--- src/hdl/pmrc_pkg.sv ---
// Package: constants, types and register map of the power mode and retention controller
package pmrc_pkg;

	// ****************************************
	// Register offsets (byte addresses = 4 * index)
	// ****************************************
	localparam logic [7:0] IDX_TEMPERATURE_RESULT = 8'hd7;
	localparam logic [7:0] IDX_BATTERY_RESULT = 8'hdf;
	localparam logic [7:0] IDX_SUPPLY_INPUT_RESULT = 8'hef;
	localparam logic [7:0] IDX_CHANGE_THRESHOLD_CFG = 8'hf3;
	localparam logic [7:0] IDX_PERIPHERAL_CFG = 8'hf4;
	localparam logic [7:0] IDX_SWITCHOVER_CFG = 8'hf5;
	localparam logic [7:0] IDX_CONVERTER_STROBE_PERIOD = 8'hf9;
	localparam logic [7:0] IDX_BATTERY_LOW_THRESHOLD = 8'hfa;
	localparam logic [7:0] IDX_RETAINED_SCRATCH_A = 8'hfb;
	localparam logic [7:0] IDX_RETAINED_SCRATCH_B = 8'hfc;
	localparam logic [7:0] IDX_RETAINED_SCRATCH_C = 8'hfd;
	localparam logic [7:0] IDX_RETAINED_SCRATCH_D = 8'hfe;
	localparam logic [7:0] IDX_INTERRUPT_PIN_CFG = 8'hff;
	// Own registers
	localparam logic [7:0] IDX_MODE_CTRL = 8'hc0;
	localparam logic [7:0] IDX_MODE_STATUS = 8'hc1;
	localparam logic [7:0] IDX_IRQ_STATUS = 8'hc2;
	localparam logic [7:0] IDX_IRQ_MASK = 8'hc3;
	localparam logic [7:0] IDX_METERING_MODE = 8'h0b;

	// ****************************************
	// Field positions
	// ****************************************
	localparam int SUPPLY_SOURCE_BIT = 6;
	localparam int METERING_POWER_DOWN_BIT = 4;
	localparam int CTRL_SLEEP_REQ_BIT = 0;
	localparam int CTRL_SOFT_RESET_BIT = 1;
	localparam int CTRL_WAKE_BIT = 2;
	localparam int IRQ_SWITCH_BAT = 0;
	localparam int IRQ_RESTORE = 1;
	localparam int IRQ_WAKE = 2;
	localparam int IRQ_W = 3;

	// ****************************************
	// Reset values and timing
	// ****************************************
	localparam logic [7:0] RST_ZERO = 8'h00;
	localparam logic [7:0] RST_PERIPHERAL_CFG = 8'h40;
	localparam int CORE_CLOCK_KHZ = 1024;
	localparam int CORE_RESET_NS = 500;
	localparam int HCLK_NS = 50;
	localparam int CORE_RESET_CYCLES = (CORE_RESET_NS + HCLK_NS - 1) / HCLK_NS;

	typedef enum logic [1:0] {
		HTRANS_IDLE = 2'b00,
		HTRANS_NONSEQ = 2'b10
	} pmrc_htrans_e;

	typedef enum {
		MODE_NORMAL,
		MODE_BATTERY,
		MODE_SLEEP
	} pmrc_mode_e;

	// Rail enables presented to the supply switch and domains
	typedef struct packed {
		logic switched_from_main;
		logic internal_analog_rail_en;
		logic internal_digital_rail_en;
		logic core_en;
		logic metering_analog_en;
	} pmrc_rails_s;

	// Enables of the always-on 3.3 V peripherals
	typedef struct packed {
		logic temperature_conv_en;
		logic supply_conv_en;
		logic rtc_en;
		logic display_en;
	} pmrc_aon_s;

	typedef logic [7:0] pmrc_byte_t;

endpackage : pmrc_pkg

--- src/hdl/pmrc_ctrl.sv ---
// Power mode sequencer with retained register file and AHB-Lite slave
// Function
// - Normal mode: supply from main, rails on
// - Reset sets core clock to 1.024 MHz
// - Battery mode: battery supply, metering analog off
// - Return to main when above 2.75V, power-down clear
// - Sleep: battery supply, 2.5V rails and core off
// - RAM marked invalid after sleep
// - Sleep exit restarts from reset vector
// - 3.3V peripherals stay on, individually enabled
// - Sleep lasts until a wake event
// - Four scratch registers retained through sleep
// - Listed configuration registers retained through sleep
// - Core clock setting not retained; restarts at default after sleep
// - Peripheral cfg bit 6 shows supply source
// - Supply restore wakes sleep without mask
// - Reset pin low in sleep wakes to battery
`timescale 1ns/1ns
module pmrc_ctrl #(
	parameter int CORE_RESET_LEN = pmrc_pkg::CORE_RESET_CYCLES
) (
	// Clock and reset
	input wire logic hclk,
	input wire logic hresetn,
	// AHB-Lite slave
	input wire logic hsel,
	input wire logic [31:0] haddr,
	input wire logic [1:0] htrans,
	input wire logic hwrite,
	input wire logic [2:0] hsize,
	input wire logic [31:0] hwdata,
	input wire logic hready,
	output logic [31:0] hrdata,
	output logic hreadyout,
	output logic hresp,
	// Supply sensing and wake
	input wire logic main_above_threshold,
	input wire logic main_fail,
	input wire logic reset_pin_n,
	input wire logic peripheral_wake,
	// Analog results from always-on converters
	input wire logic [7:0] temperature_value,
	input wire logic [7:0] battery_value,
	input wire logic [7:0] supply_input_value,
	input wire logic results_valid,
	// Power control outputs
	output pmrc_pkg::pmrc_rails_s rails,
	output pmrc_pkg::pmrc_aon_s aon_en,
	output logic core_reset_n,
	output logic ram_invalid,
	output logic [15:0] core_clock_khz,
	output logic [1:0] mode_code,
	output logic irq
);

	// The core reset counter is eight bits wide and must count at least one cycle
	if (CORE_RESET_LEN < 1 || CORE_RESET_LEN > 255) begin : g_reset_len_check
		$error("CORE_RESET_LEN out of range");
	end

	// ****************************************
	// Bus address phase capture
	// ****************************************
	logic wr_pend_r;
	logic rd_pend_r;
	logic [7:0] idx_r;
	logic access;
	assign access = hsel && hready && htrans == pmrc_pkg::HTRANS_NONSEQ;
	assign hreadyout = 1'b1;
	assign hresp = 1'b0;

	always_ff @(posedge hclk or negedge hresetn) begin
		if (!hresetn) begin
			wr_pend_r <= 1'b0;
			rd_pend_r <= 1'b0;
			idx_r <= 8'h00;
		end else begin
			wr_pend_r <= access && hwrite;
			rd_pend_r <= access && !hwrite;
			idx_r <= haddr[9:2];
		end
	end

	function automatic logic hit(input logic [7:0] a, input logic [7:0] b);
		hit = a == b;
	endfunction : hit

	logic wr_now;
	logic [7:0] wd;
	assign wr_now = wr_pend_r;
	assign wd = hwdata[7:0];

	// ****************************************
	// Mode state machine (always-on)
	// ****************************************
	pmrc_pkg::pmrc_mode_e mode_r;
	pmrc_pkg::pmrc_mode_e mode_nxt;
	logic [7:0] metering_mode_r;
	logic [7:0] mode_ctrl_r;
	logic sleep_req;
	logic soft_reset_req;
	logic sleep_exit;
	assign sleep_req = wr_now && hit(idx_r, pmrc_pkg::IDX_MODE_CTRL) && wd[pmrc_pkg::CTRL_SLEEP_REQ_BIT];
	assign soft_reset_req = wr_now && hit(idx_r, pmrc_pkg::IDX_MODE_CTRL) && wd[pmrc_pkg::CTRL_SOFT_RESET_BIT];

	always_comb begin
		mode_nxt = mode_r;
		case (mode_r)
			pmrc_pkg::MODE_NORMAL: begin
				if (main_fail) begin
					mode_nxt = pmrc_pkg::MODE_BATTERY;
				end
			end
			pmrc_pkg::MODE_BATTERY: begin
				if (main_above_threshold && !metering_mode_r[pmrc_pkg::METERING_POWER_DOWN_BIT]) begin
					mode_nxt = pmrc_pkg::MODE_NORMAL;
				end else if (sleep_req) begin
					mode_nxt = pmrc_pkg::MODE_SLEEP;
				end
			end
			pmrc_pkg::MODE_SLEEP: begin
				// Restore needs no mask; reset pin and enabled peripherals wake to battery
				if (main_above_threshold) begin
					mode_nxt = pmrc_pkg::MODE_NORMAL;
				end else if (!reset_pin_n || peripheral_wake) begin
					mode_nxt = pmrc_pkg::MODE_BATTERY;
				end
			end
			default: mode_nxt = pmrc_pkg::MODE_NORMAL;
		endcase
	end

	assign sleep_exit = mode_r == pmrc_pkg::MODE_SLEEP && mode_nxt != pmrc_pkg::MODE_SLEEP;

	always_ff @(posedge hclk or negedge hresetn) begin
		if (!hresetn) begin
			mode_r <= pmrc_pkg::MODE_NORMAL;
		end else begin
			mode_r <= mode_nxt;
		end
	end

	// ****************************************
	// Core domain reset and RAM validity
	// ****************************************
	logic [7:0] core_rst_cnt_r;
	logic ram_invalid_r;
	logic core_live;
	assign core_live = mode_r != pmrc_pkg::MODE_SLEEP;

	always_ff @(posedge hclk or negedge hresetn) begin
		if (!hresetn) begin
			core_rst_cnt_r <= 8'(CORE_RESET_LEN);
		end else if (!core_live || sleep_exit || soft_reset_req) begin
			// Held through sleep so the core restarts at its reset vector
			core_rst_cnt_r <= 8'(CORE_RESET_LEN);
		end else if (core_rst_cnt_r != 8'h00) begin
			core_rst_cnt_r <= core_rst_cnt_r - 8'h01;
		end
	end

	always_ff @(posedge hclk or negedge hresetn) begin
		if (!hresetn) begin
			ram_invalid_r <= 1'b1;
		end else if (!core_live) begin
			ram_invalid_r <= 1'b1;
		end else if (wr_now && hit(idx_r, pmrc_pkg::IDX_MODE_CTRL) && wd[pmrc_pkg::CTRL_WAKE_BIT]) begin
			ram_invalid_r <= 1'b0;
		end
	end

	assign core_reset_n = core_rst_cnt_r == 8'h00;
	assign ram_invalid = ram_invalid_r;
	// Reset clock divider state; the core domain clock setting restarts at default
	assign core_clock_khz = 16'(pmrc_pkg::CORE_CLOCK_KHZ);

	// ****************************************
	// Rail control
	// ****************************************
	always_comb begin
		rails = '0;
		case (mode_r)
			pmrc_pkg::MODE_NORMAL: begin
				rails = '1;
			end
			pmrc_pkg::MODE_BATTERY: begin
				rails.internal_analog_rail_en = 1'b1;
				rails.internal_digital_rail_en = 1'b1;
				rails.core_en = 1'b1;
			end
			pmrc_pkg::MODE_SLEEP: begin
				rails = '0;
			end
			default: rails = '0;
		endcase
	end

	always_comb begin
		case (mode_r)
			pmrc_pkg::MODE_NORMAL: mode_code = 2'h0;
			pmrc_pkg::MODE_BATTERY: mode_code = 2'h1;
			pmrc_pkg::MODE_SLEEP: mode_code = 2'h2;
			default: mode_code = 2'h0;
		endcase
	end

	// ****************************************
	// Retained registers: never touched by a core reset
	// ****************************************
	logic [7:0] scratch_r [4];
	logic [7:0] change_threshold_cfg_r;
	logic [7:0] peripheral_cfg_r;
	logic [7:0] switchover_cfg_r;
	logic [7:0] converter_strobe_period_r;
	logic [7:0] battery_low_threshold_r;
	logic [7:0] interrupt_pin_cfg_r;
	logic [7:0] temperature_result_r;
	logic [7:0] battery_result_r;
	logic [7:0] supply_input_result_r;

	always_ff @(posedge hclk or negedge hresetn) begin
		if (!hresetn) begin
			for (int i = 0; i < 4; i++) begin
				scratch_r[i] <= pmrc_pkg::RST_ZERO;
			end
		end else if (wr_now && idx_r >= pmrc_pkg::IDX_RETAINED_SCRATCH_A && idx_r <= pmrc_pkg::IDX_RETAINED_SCRATCH_D) begin
			scratch_r[2'(idx_r - pmrc_pkg::IDX_RETAINED_SCRATCH_A)] <= wd;
		end
	end

	always_ff @(posedge hclk or negedge hresetn) begin
		if (!hresetn) begin
			change_threshold_cfg_r <= pmrc_pkg::RST_ZERO;
			peripheral_cfg_r <= pmrc_pkg::RST_PERIPHERAL_CFG;
			switchover_cfg_r <= pmrc_pkg::RST_ZERO;
			converter_strobe_period_r <= pmrc_pkg::RST_ZERO;
			battery_low_threshold_r <= pmrc_pkg::RST_ZERO;
			interrupt_pin_cfg_r <= pmrc_pkg::RST_ZERO;
			metering_mode_r <= pmrc_pkg::RST_ZERO;
		end else if (wr_now) begin
			// Written only by bus; sleep and core reset leave them intact
			case (idx_r)
				pmrc_pkg::IDX_CHANGE_THRESHOLD_CFG: change_threshold_cfg_r <= wd;
				pmrc_pkg::IDX_PERIPHERAL_CFG: peripheral_cfg_r <= wd;
				pmrc_pkg::IDX_SWITCHOVER_CFG: switchover_cfg_r <= wd;
				pmrc_pkg::IDX_CONVERTER_STROBE_PERIOD: converter_strobe_period_r <= wd;
				pmrc_pkg::IDX_BATTERY_LOW_THRESHOLD: battery_low_threshold_r <= wd;
				pmrc_pkg::IDX_INTERRUPT_PIN_CFG: interrupt_pin_cfg_r <= wd;
				pmrc_pkg::IDX_METERING_MODE: metering_mode_r <= wd;
				default: ;
			endcase
		end
	end

	always_ff @(posedge hclk or negedge hresetn) begin
		if (!hresetn) begin
			temperature_result_r <= pmrc_pkg::RST_ZERO;
			battery_result_r <= pmrc_pkg::RST_ZERO;
			supply_input_result_r <= pmrc_pkg::RST_ZERO;
		end else if (results_valid) begin
			temperature_result_r <= temperature_value;
			battery_result_r <= battery_value;
			supply_input_result_r <= supply_input_value;
		end
	end

	// Peripheral enables from low bits of the retained peripheral cfg
	assign aon_en = pmrc_pkg::pmrc_aon_s'(peripheral_cfg_r[3:0]);

	// ****************************************
	// Interrupts: sticky, write one to clear, set wins
	// ****************************************
	logic [pmrc_pkg::IRQ_W-1:0] irq_status_r;
	logic [pmrc_pkg::IRQ_W-1:0] irq_mask_r;
	logic [pmrc_pkg::IRQ_W-1:0] irq_set;
	logic [pmrc_pkg::IRQ_W-1:0] irq_clr;
	always_comb begin
		irq_set = '0;
		irq_set[pmrc_pkg::IRQ_SWITCH_BAT] = mode_r == pmrc_pkg::MODE_NORMAL && mode_nxt == pmrc_pkg::MODE_BATTERY;
		irq_set[pmrc_pkg::IRQ_RESTORE] = mode_r != pmrc_pkg::MODE_NORMAL && mode_nxt == pmrc_pkg::MODE_NORMAL;
		irq_set[pmrc_pkg::IRQ_WAKE] = sleep_exit;
	end
	assign irq_clr = (wr_now && hit(idx_r, pmrc_pkg::IDX_IRQ_STATUS)) ? wd[pmrc_pkg::IRQ_W-1:0] : '0;
	logic [pmrc_pkg::IRQ_W-1:0] irq_status_nxt;
	assign irq_status_nxt = (irq_status_r & ~irq_clr) | irq_set;

	always_ff @(posedge hclk or negedge hresetn) begin
		if (!hresetn) begin
			irq_status_r <= '0;
		end else begin
			irq_status_r <= irq_status_nxt;
		end
	end

	always_ff @(posedge hclk or negedge hresetn) begin
		if (!hresetn) begin
			irq_mask_r <= '0;
		end else if (wr_now && hit(idx_r, pmrc_pkg::IDX_IRQ_MASK)) begin
			irq_mask_r <= wd[pmrc_pkg::IRQ_W-1:0];
		end
	end

	assign irq = |(irq_status_r & irq_mask_r);

	// ****************************************
	// Read data
	// ****************************************
	// Read data is captured at the address phase edge, so it stands as a flop output
	// through the whole data phase with no wait state
	logic [7:0] rd_idx;
	logic [7:0] rd;
	logic [7:0] rd_fwd;
	assign rd_idx = haddr[9:2];

	always_comb begin
		rd = 8'h00;
		case (rd_idx)
			pmrc_pkg::IDX_TEMPERATURE_RESULT: rd = temperature_result_r;
			pmrc_pkg::IDX_BATTERY_RESULT: rd = battery_result_r;
			pmrc_pkg::IDX_SUPPLY_INPUT_RESULT: rd = supply_input_result_r;
			pmrc_pkg::IDX_CHANGE_THRESHOLD_CFG: rd = change_threshold_cfg_r;
			pmrc_pkg::IDX_PERIPHERAL_CFG: begin
				rd = peripheral_cfg_r;
				rd[pmrc_pkg::SUPPLY_SOURCE_BIT] = mode_r == pmrc_pkg::MODE_NORMAL;
			end
			pmrc_pkg::IDX_SWITCHOVER_CFG: rd = switchover_cfg_r;
			pmrc_pkg::IDX_CONVERTER_STROBE_PERIOD: rd = converter_strobe_period_r;
			pmrc_pkg::IDX_BATTERY_LOW_THRESHOLD: rd = battery_low_threshold_r;
			pmrc_pkg::IDX_RETAINED_SCRATCH_A, pmrc_pkg::IDX_RETAINED_SCRATCH_B,
			pmrc_pkg::IDX_RETAINED_SCRATCH_C, pmrc_pkg::IDX_RETAINED_SCRATCH_D:
				rd = scratch_r[2'(rd_idx - pmrc_pkg::IDX_RETAINED_SCRATCH_A)];
			pmrc_pkg::IDX_INTERRUPT_PIN_CFG: rd = interrupt_pin_cfg_r;
			pmrc_pkg::IDX_METERING_MODE: rd = metering_mode_r;
			pmrc_pkg::IDX_MODE_STATUS: rd = {5'h00, ram_invalid_r, mode_code};
			pmrc_pkg::IDX_IRQ_STATUS: rd = {5'h00, irq_status_nxt};
			pmrc_pkg::IDX_IRQ_MASK: rd = {5'h00, irq_mask_r};
			default: rd = 8'h00;
		endcase
	end

	// A write ending at the capture edge to the same index is forwarded, so a read right
	// behind a write sees the new contents; mode status may lag a control write by a cycle
	always_comb begin
		rd_fwd = rd;
		if (wr_now && idx_r == rd_idx) begin
			case (rd_idx)
				pmrc_pkg::IDX_CHANGE_THRESHOLD_CFG, pmrc_pkg::IDX_SWITCHOVER_CFG,
				pmrc_pkg::IDX_CONVERTER_STROBE_PERIOD, pmrc_pkg::IDX_BATTERY_LOW_THRESHOLD,
				pmrc_pkg::IDX_RETAINED_SCRATCH_A, pmrc_pkg::IDX_RETAINED_SCRATCH_B,
				pmrc_pkg::IDX_RETAINED_SCRATCH_C, pmrc_pkg::IDX_RETAINED_SCRATCH_D,
				pmrc_pkg::IDX_INTERRUPT_PIN_CFG, pmrc_pkg::IDX_METERING_MODE: begin
					rd_fwd = wd;
				end
				pmrc_pkg::IDX_PERIPHERAL_CFG: begin
					rd_fwd = wd;
					rd_fwd[pmrc_pkg::SUPPLY_SOURCE_BIT] = rd[pmrc_pkg::SUPPLY_SOURCE_BIT];
				end
				pmrc_pkg::IDX_IRQ_MASK: begin
					rd_fwd = {5'h00, wd[pmrc_pkg::IRQ_W-1:0]};
				end
				default: rd_fwd = rd;
			endcase
		end
	end

	always_ff @(posedge hclk or negedge hresetn) begin
		if (!hresetn) begin
			hrdata <= 32'h0000_0000;
		end else if (access && !hwrite) begin
			hrdata <= {24'h00_0000, rd_fwd};
		end
	end

endmodule : pmrc_ctrl

--- config.mk ---
export PLATFORM = sky130hd
export DESIGN_NAME = pmrc_ctrl
export DESIGN_NICKNAME = d
export VERILOG_FILES = /design/src/hdl/pmrc_pkg.sv /design/src/hdl/pmrc_ctrl.sv
export SDC_FILE = /design/constraint.sdc
export NUM_CORES = 1
export LEC_CHECK = 0
export BUFFER_PORTS_ARGS = -buffer_cell sky130_fd_sc_hd__buf_4
export CORE_ASPECT_RATIO = 0.9
export CORE_MARGIN = 8
export CORE_UTILIZATION = 35
export DETAILED_ROUTE_END_ITERATION = 12
export PLACE_DENSITY = 0.53
export SLEW_MARGIN = 20
export SYNTH_ARGS = -nofsm -noshare
export SYNTH_HDL_FRONTEND = slang
export SYNTH_SLANG_ARGS = --single-unit
--- constraint.sdc ---
create_clock -name hclk -period 2.7 [get_ports hclk]
set_input_delay 0.135 -clock hclk [delete_from_list [all_inputs] [get_ports hclk]]
set_output_delay 0.135 -clock hclk [all_outputs]
set_load 0.01 [all_outputs]
[Word level (Yosys, flattened, before mapping)]
Cells that the tools add are included.
Cells by class
  reductions and logical operators: 43
  order comparisons: 5
  mux-type cells: 23
  equality and inequality tests: 36
  bitwise operators: 6
  add/subtract/negate cells: 3
Operators with widths (number)
  $eq 8x8->1 const B: 25
  $mux 32: 5
  $pmux 8 s14: 1
  $logic_not 32->1: 3
  $pmux 32 s3: 1
  $eq 32x2->1 const B: 2
  $ne 32x3->1 const B: 2
  $mux 8: 6
  $bwmux 32: 1
  $eq 32x1->1 const B: 1
  $eq 32x3->1 const B: 1
  $reduce_bool 32->1: 1
  $pmux 8 s3: 1
  $logic_and 1x1->1: 18
  $bmux 8 s2: 1
  $demux 8 s2: 1
  $eq 8x4->1 const B: 2
  $reduce_and 2->1: 7
  $reduce_or 10->1: 1
  $eq 8x8->1: 1
  $ge 8x8->1 const B: 1
  $le 8x8->1 const B: 1
  $logic_not 8->1: 1
  $reduce_bool 8->1: 1
  other kinds (19): 31
Word-level totals
  logic and storage cells: 138
  bits in registers: 176

[Logic depth before layout (Yosys ltp)]
  depth after elaboration: 12
  depth in mapped cells: 11
  gate-level depth less buffers: 8

[Least setup slack after synthesis]
No wires, ideal clock.
  kind: input to register
  start point: in haddr[2]
  end point: reg hrdata[1]
  data required time: 2.574 ns
  slack: 0.278 ns
  path buffers: 3
  cell stages on the path: 11
  arrival: 2.296 ns
  path through: buf_2 -> inv_1 -> ha_1 -> buf_6 -> or4b_2 -> clkbuf_1 -> nand2_1 -> nor3b_1 -> a211oi_1 -> o2111ai_1 -> a221o_1
On the way
  longest elaborated chain between the ends: 8
Ends and longest elaborated chain
  from (decl): RTL line pmrc_ctrl.sv:27  | input wire logic [31:0] haddr,
  $sub 2x2->2: RTL line pmrc_ctrl.sv:331  | rd = scratch_r[2'(rd_idx - pmrc_pkg::IDX_RETAINED_SCRATCH_A)];
  $not 2->3 (implied by the code): RTL line pmrc_ctrl.sv:331
  $bmux 8 s2: RTL line pmrc_ctrl.sv:331
  $mux 8 (implied by the code) (2 in series): RTL line pmrc_ctrl.sv:331
  $pmux 8 s14: RTL line pmrc_ctrl.sv:317  | case (rd_idx)
  $pmux 8 s3: RTL line pmrc_ctrl.sv:346  | case (rd_idx)
  $mux 8 *: RTL line pmrc_ctrl.sv:345  | if (wr_now && idx_r == rd_idx) begin
  to (signal assigned): RTL line pmrc_ctrl.sv:370  | hrdata <= {24'h00_0000, rd_fwd};
  to (decl): RTL line pmrc_ctrl.sv:33  | output logic [31:0] hrdata,
Every way passes the cells marked *; elsewhere a longest branch is shown, timed or not. The select of a mux whose other input is x is not followed.
A chain may end at the register's enable or synchronous reset.

==> out/qor.yml <==
worstPathCellList: "nor4_1 -> nand4_1 -> or4_4 -> nor2_1 -> buf_4"
status: "finished clean"
skew_ns: 0.00931
synthCells: 676
post_cts_buffers: 0
dpl.hpwl_um: 15900
vias: 5781
synth_area_leaders: "dfrtp_1 52%, mux2_2 15%, buf_4 4.4%, mux4_2 2.2%, nor2_1 1.7%"
coreArea_mm2: 0.0233
grt_use_total: 0.154
syn_to_final_growth_pct: 21.3
yosysMostFrequentCell: "dfrtp_1"
crit_path_max_fanout: 5
critPathTopFamily: "simple AND/OR/NAND/NOR gates"
antenna_cells: 0
fillers: 2166
slowest_stage: "or4_4"
routed_via_density: 5.14
dieHeight_um: 162
fin_nets: 918
critical_path.max_stage_delay_ns: 0.65
h-tree-depth: 4
port_buffers: 73
clock_latency_ns: 0.44
synth_area_mm2: 0.00832
ant_nets: 0
rsz0062_at_grt: "no"
cp.buffers_inverters: 1
wl_um: 21700
crit_arrival_ns: 2.41
yosysUniqueCellTypes: 72
maxCapViolCount: 0
cp-start-kind: "flop"
dieArea_mm2: 0.0290
grt_pass1_wl_um: 34200
ys_seq_elements: 175
multi_input_area_mm2: 0.00359
die_width_um: 178
grt_max_degree: 77
start_util: 0.356
wl_per_cell_um: 19.3
cts_sinks: 175
layout-drive-gt1-share: 0.336
synth_seq_area_share: 0.527
gp_congestion: 0.854
fp-row-count: 53
hold_class: "in2reg"
ys_async_sr_fraction: 1.00
required_ns: 2.57
io_pins: 167
slew_headroom: 0.520
ir_drop_mv: 0.348
synth_top_area_cell: "dfrtp_1"
tightest_slew_ns: 0.718
yosys_warnings: 0
syn-mean-instance-area_um2: 12.3
fmax_mhz: 393
seqCellArea_mm2: 0.00438
setup_tns_ns: 0
first_global_vias: 6089
setup_viol: 0
drt_pre_antenna_iters: 5
numCtsBuffers: 17
clk_pin_slew_ns: 0.06
finish.utilization: 0.432
drt_iter0_markers: 367
netlist.area_leader.share: 0.518
synth-edff-count: 0
leakage_nw: 4.53
cts_tree: "done"
overflow: 0
drc: 0
cts_buffer_depth: 2
slew_viol_final: 0
antenna_found_initial: 0
fin_crit_sh: 0.942
synth_top_flop_cell: "dfrtp_1"
critical_path_class: "reg2out"
hold_viol: 0
synthTopCellsByCount: "172 x dfrtp_1, 114 x mux2_2, 49 x buf_4"
power_density_mw_per_mm2: 606
cp-end-kind: "primary output"
cts_root_buf: "clkbuf_16"
finalCriticalPeriod_ns: 2.54
## layout make-up
type / instances / area share
clock inverters: 15 / 0.0159
well taps: 302 / 0.0375
repair buffers: 133 / 0.109
clock buffers: 17 / 0.0422
inverters: 12 / 0.00447
multi-input cells: 470 / 0.356
flip-flops and latches: 175 / 0.435
## metrics by stage
| step | setup WS (ns) | instance area [um^2] | hold WS, ns | cells | power (W) |
|---|---|---|---|---|---|
| CTS | 0.0572 | 10100 | 0.00328 | 1124 | 0.00618 |
| finish | 0.157 | 10100 | 0.0326 | 1124 | 0.00611 |
| detailed placement | 0.0958 | 9150 | 0.212 | 1058 | 0.00368 |
| floorplan | 0.278 | 8580 | -0.161 | 746 | 0.00342 |
| global placement | 0.148 | 9150 | 0.183 | 1058 | 0.00363 |
| global route | 0.0593 | 10100 | 0.0219 | 1124 | 0.00638 |
## final timing paths
| kind | start | slack (ns) | to | cells past startpoint |
|---|---|---|---|---|
| max | mode_r[19]$_DFF_PN0_ | 0.16 | rails[1] | 5 |
| min reg2reg | scratch_r[0]$_DFFE_PN0P_ | 0.50 | scratch_r[0]$_DFFE_PN0P_ | 1 |
| max reg2reg | mode_r[19]$_DFF_PN0_ | 0.18 | hrdata[1]$_DFFE_PN0P_ | 6 |
| min in group asynchronous | hresetn | 0.28 | mode_r[17]$_DFF_PN0_ | 2 |
| max in group asynchronous | hresetn | 1.56 | battery_low_threshold_r[4]$_DFFE_PN0P_ | 3 |
| min | haddr[5] | 0.03 | idx_r[3]$_DFF_PN0_ | 1 |
## logic make-up (layout without fill, tap and decap cells)
| kind of cell | Yosys count | after routing | synth area share |
|---|---|---|---|
| AO/OA/AOI/OAI | 84 | 84 | 0.0773 |
| multiplexers | 131 | 131 | 0.187 |
| XOR/XNOR | 15 | 15 | 0.0158 |
| other | 2 | 72 | 0.000903 |
| AND/OR/NAND/NOR | 162 | 162 | 0.110 |
| flip-flops | 175 | 175 | 0.527 |
| buffers and inverters | 101 | 177 | 0.0734 |
| adder cells (fa/ha/maj) | 6 | 6 | 0.00903 |
## report_power, final
part	internal [W]	leakage, nW	switching (W)
logic	0.000344	2.06	0.000387
registers	0.00281	2.18	0.000123
clock network	0.00137	0.284	0.00107
total	0.00453	4.53	0.00158
## flip-flops by register name, indices dropped and copies added (netlist names), 3 cells and up
signal / flops
battery_low_threshold_r: 8
battery_result_r: 8
change_threshold_cfg_r: 8
converter_strobe_period_r: 8
core_rst_cnt_r: 8
hrdata: 8
idx_r: 8
interrupt_pin_cfg_r: 8
irq_mask_r: 3
irq_status_r: 3
metering_mode_r: 8
mode_r: 32
peripheral_cfg_r: 7
scratch_r: 32
supply_input_result_r: 8
switchover_cfg_r: 8
temperature_result_r: 8
## routing by layer
layer	wire [um]	global-route usage	up-vias
met5	0	0	-
met4	320	0.0458	0
met3	1570	0.0381	27
met2	10300	0.249	210
met1	9430	0.199	2931
li1	-	-	2613
## what timing repair did
item	4_1_cts	5_1_grt
hold endpoints to repair	105	0
endpoints found under the setup margin	0	5
hold buffers	34	0
gates resized for setup	0	2
## cell usage in the layout (no fill, tap or decap), drive strengths merged, types with 9 or more instances in the layout
cell / instances
buf: 99
xor2: 9
clkbuf: 17
nor4: 14
conb: 72
dlygate4sd3: 34
a22oi: 14
nand2: 29
a21oi: 12
mux2: 114
mux2i: 9
nand3: 9
nor3: 16
nor2: 37
dfrtp: 172
inv: 16
No activity file was read; power rests on OpenSTA's default activity.
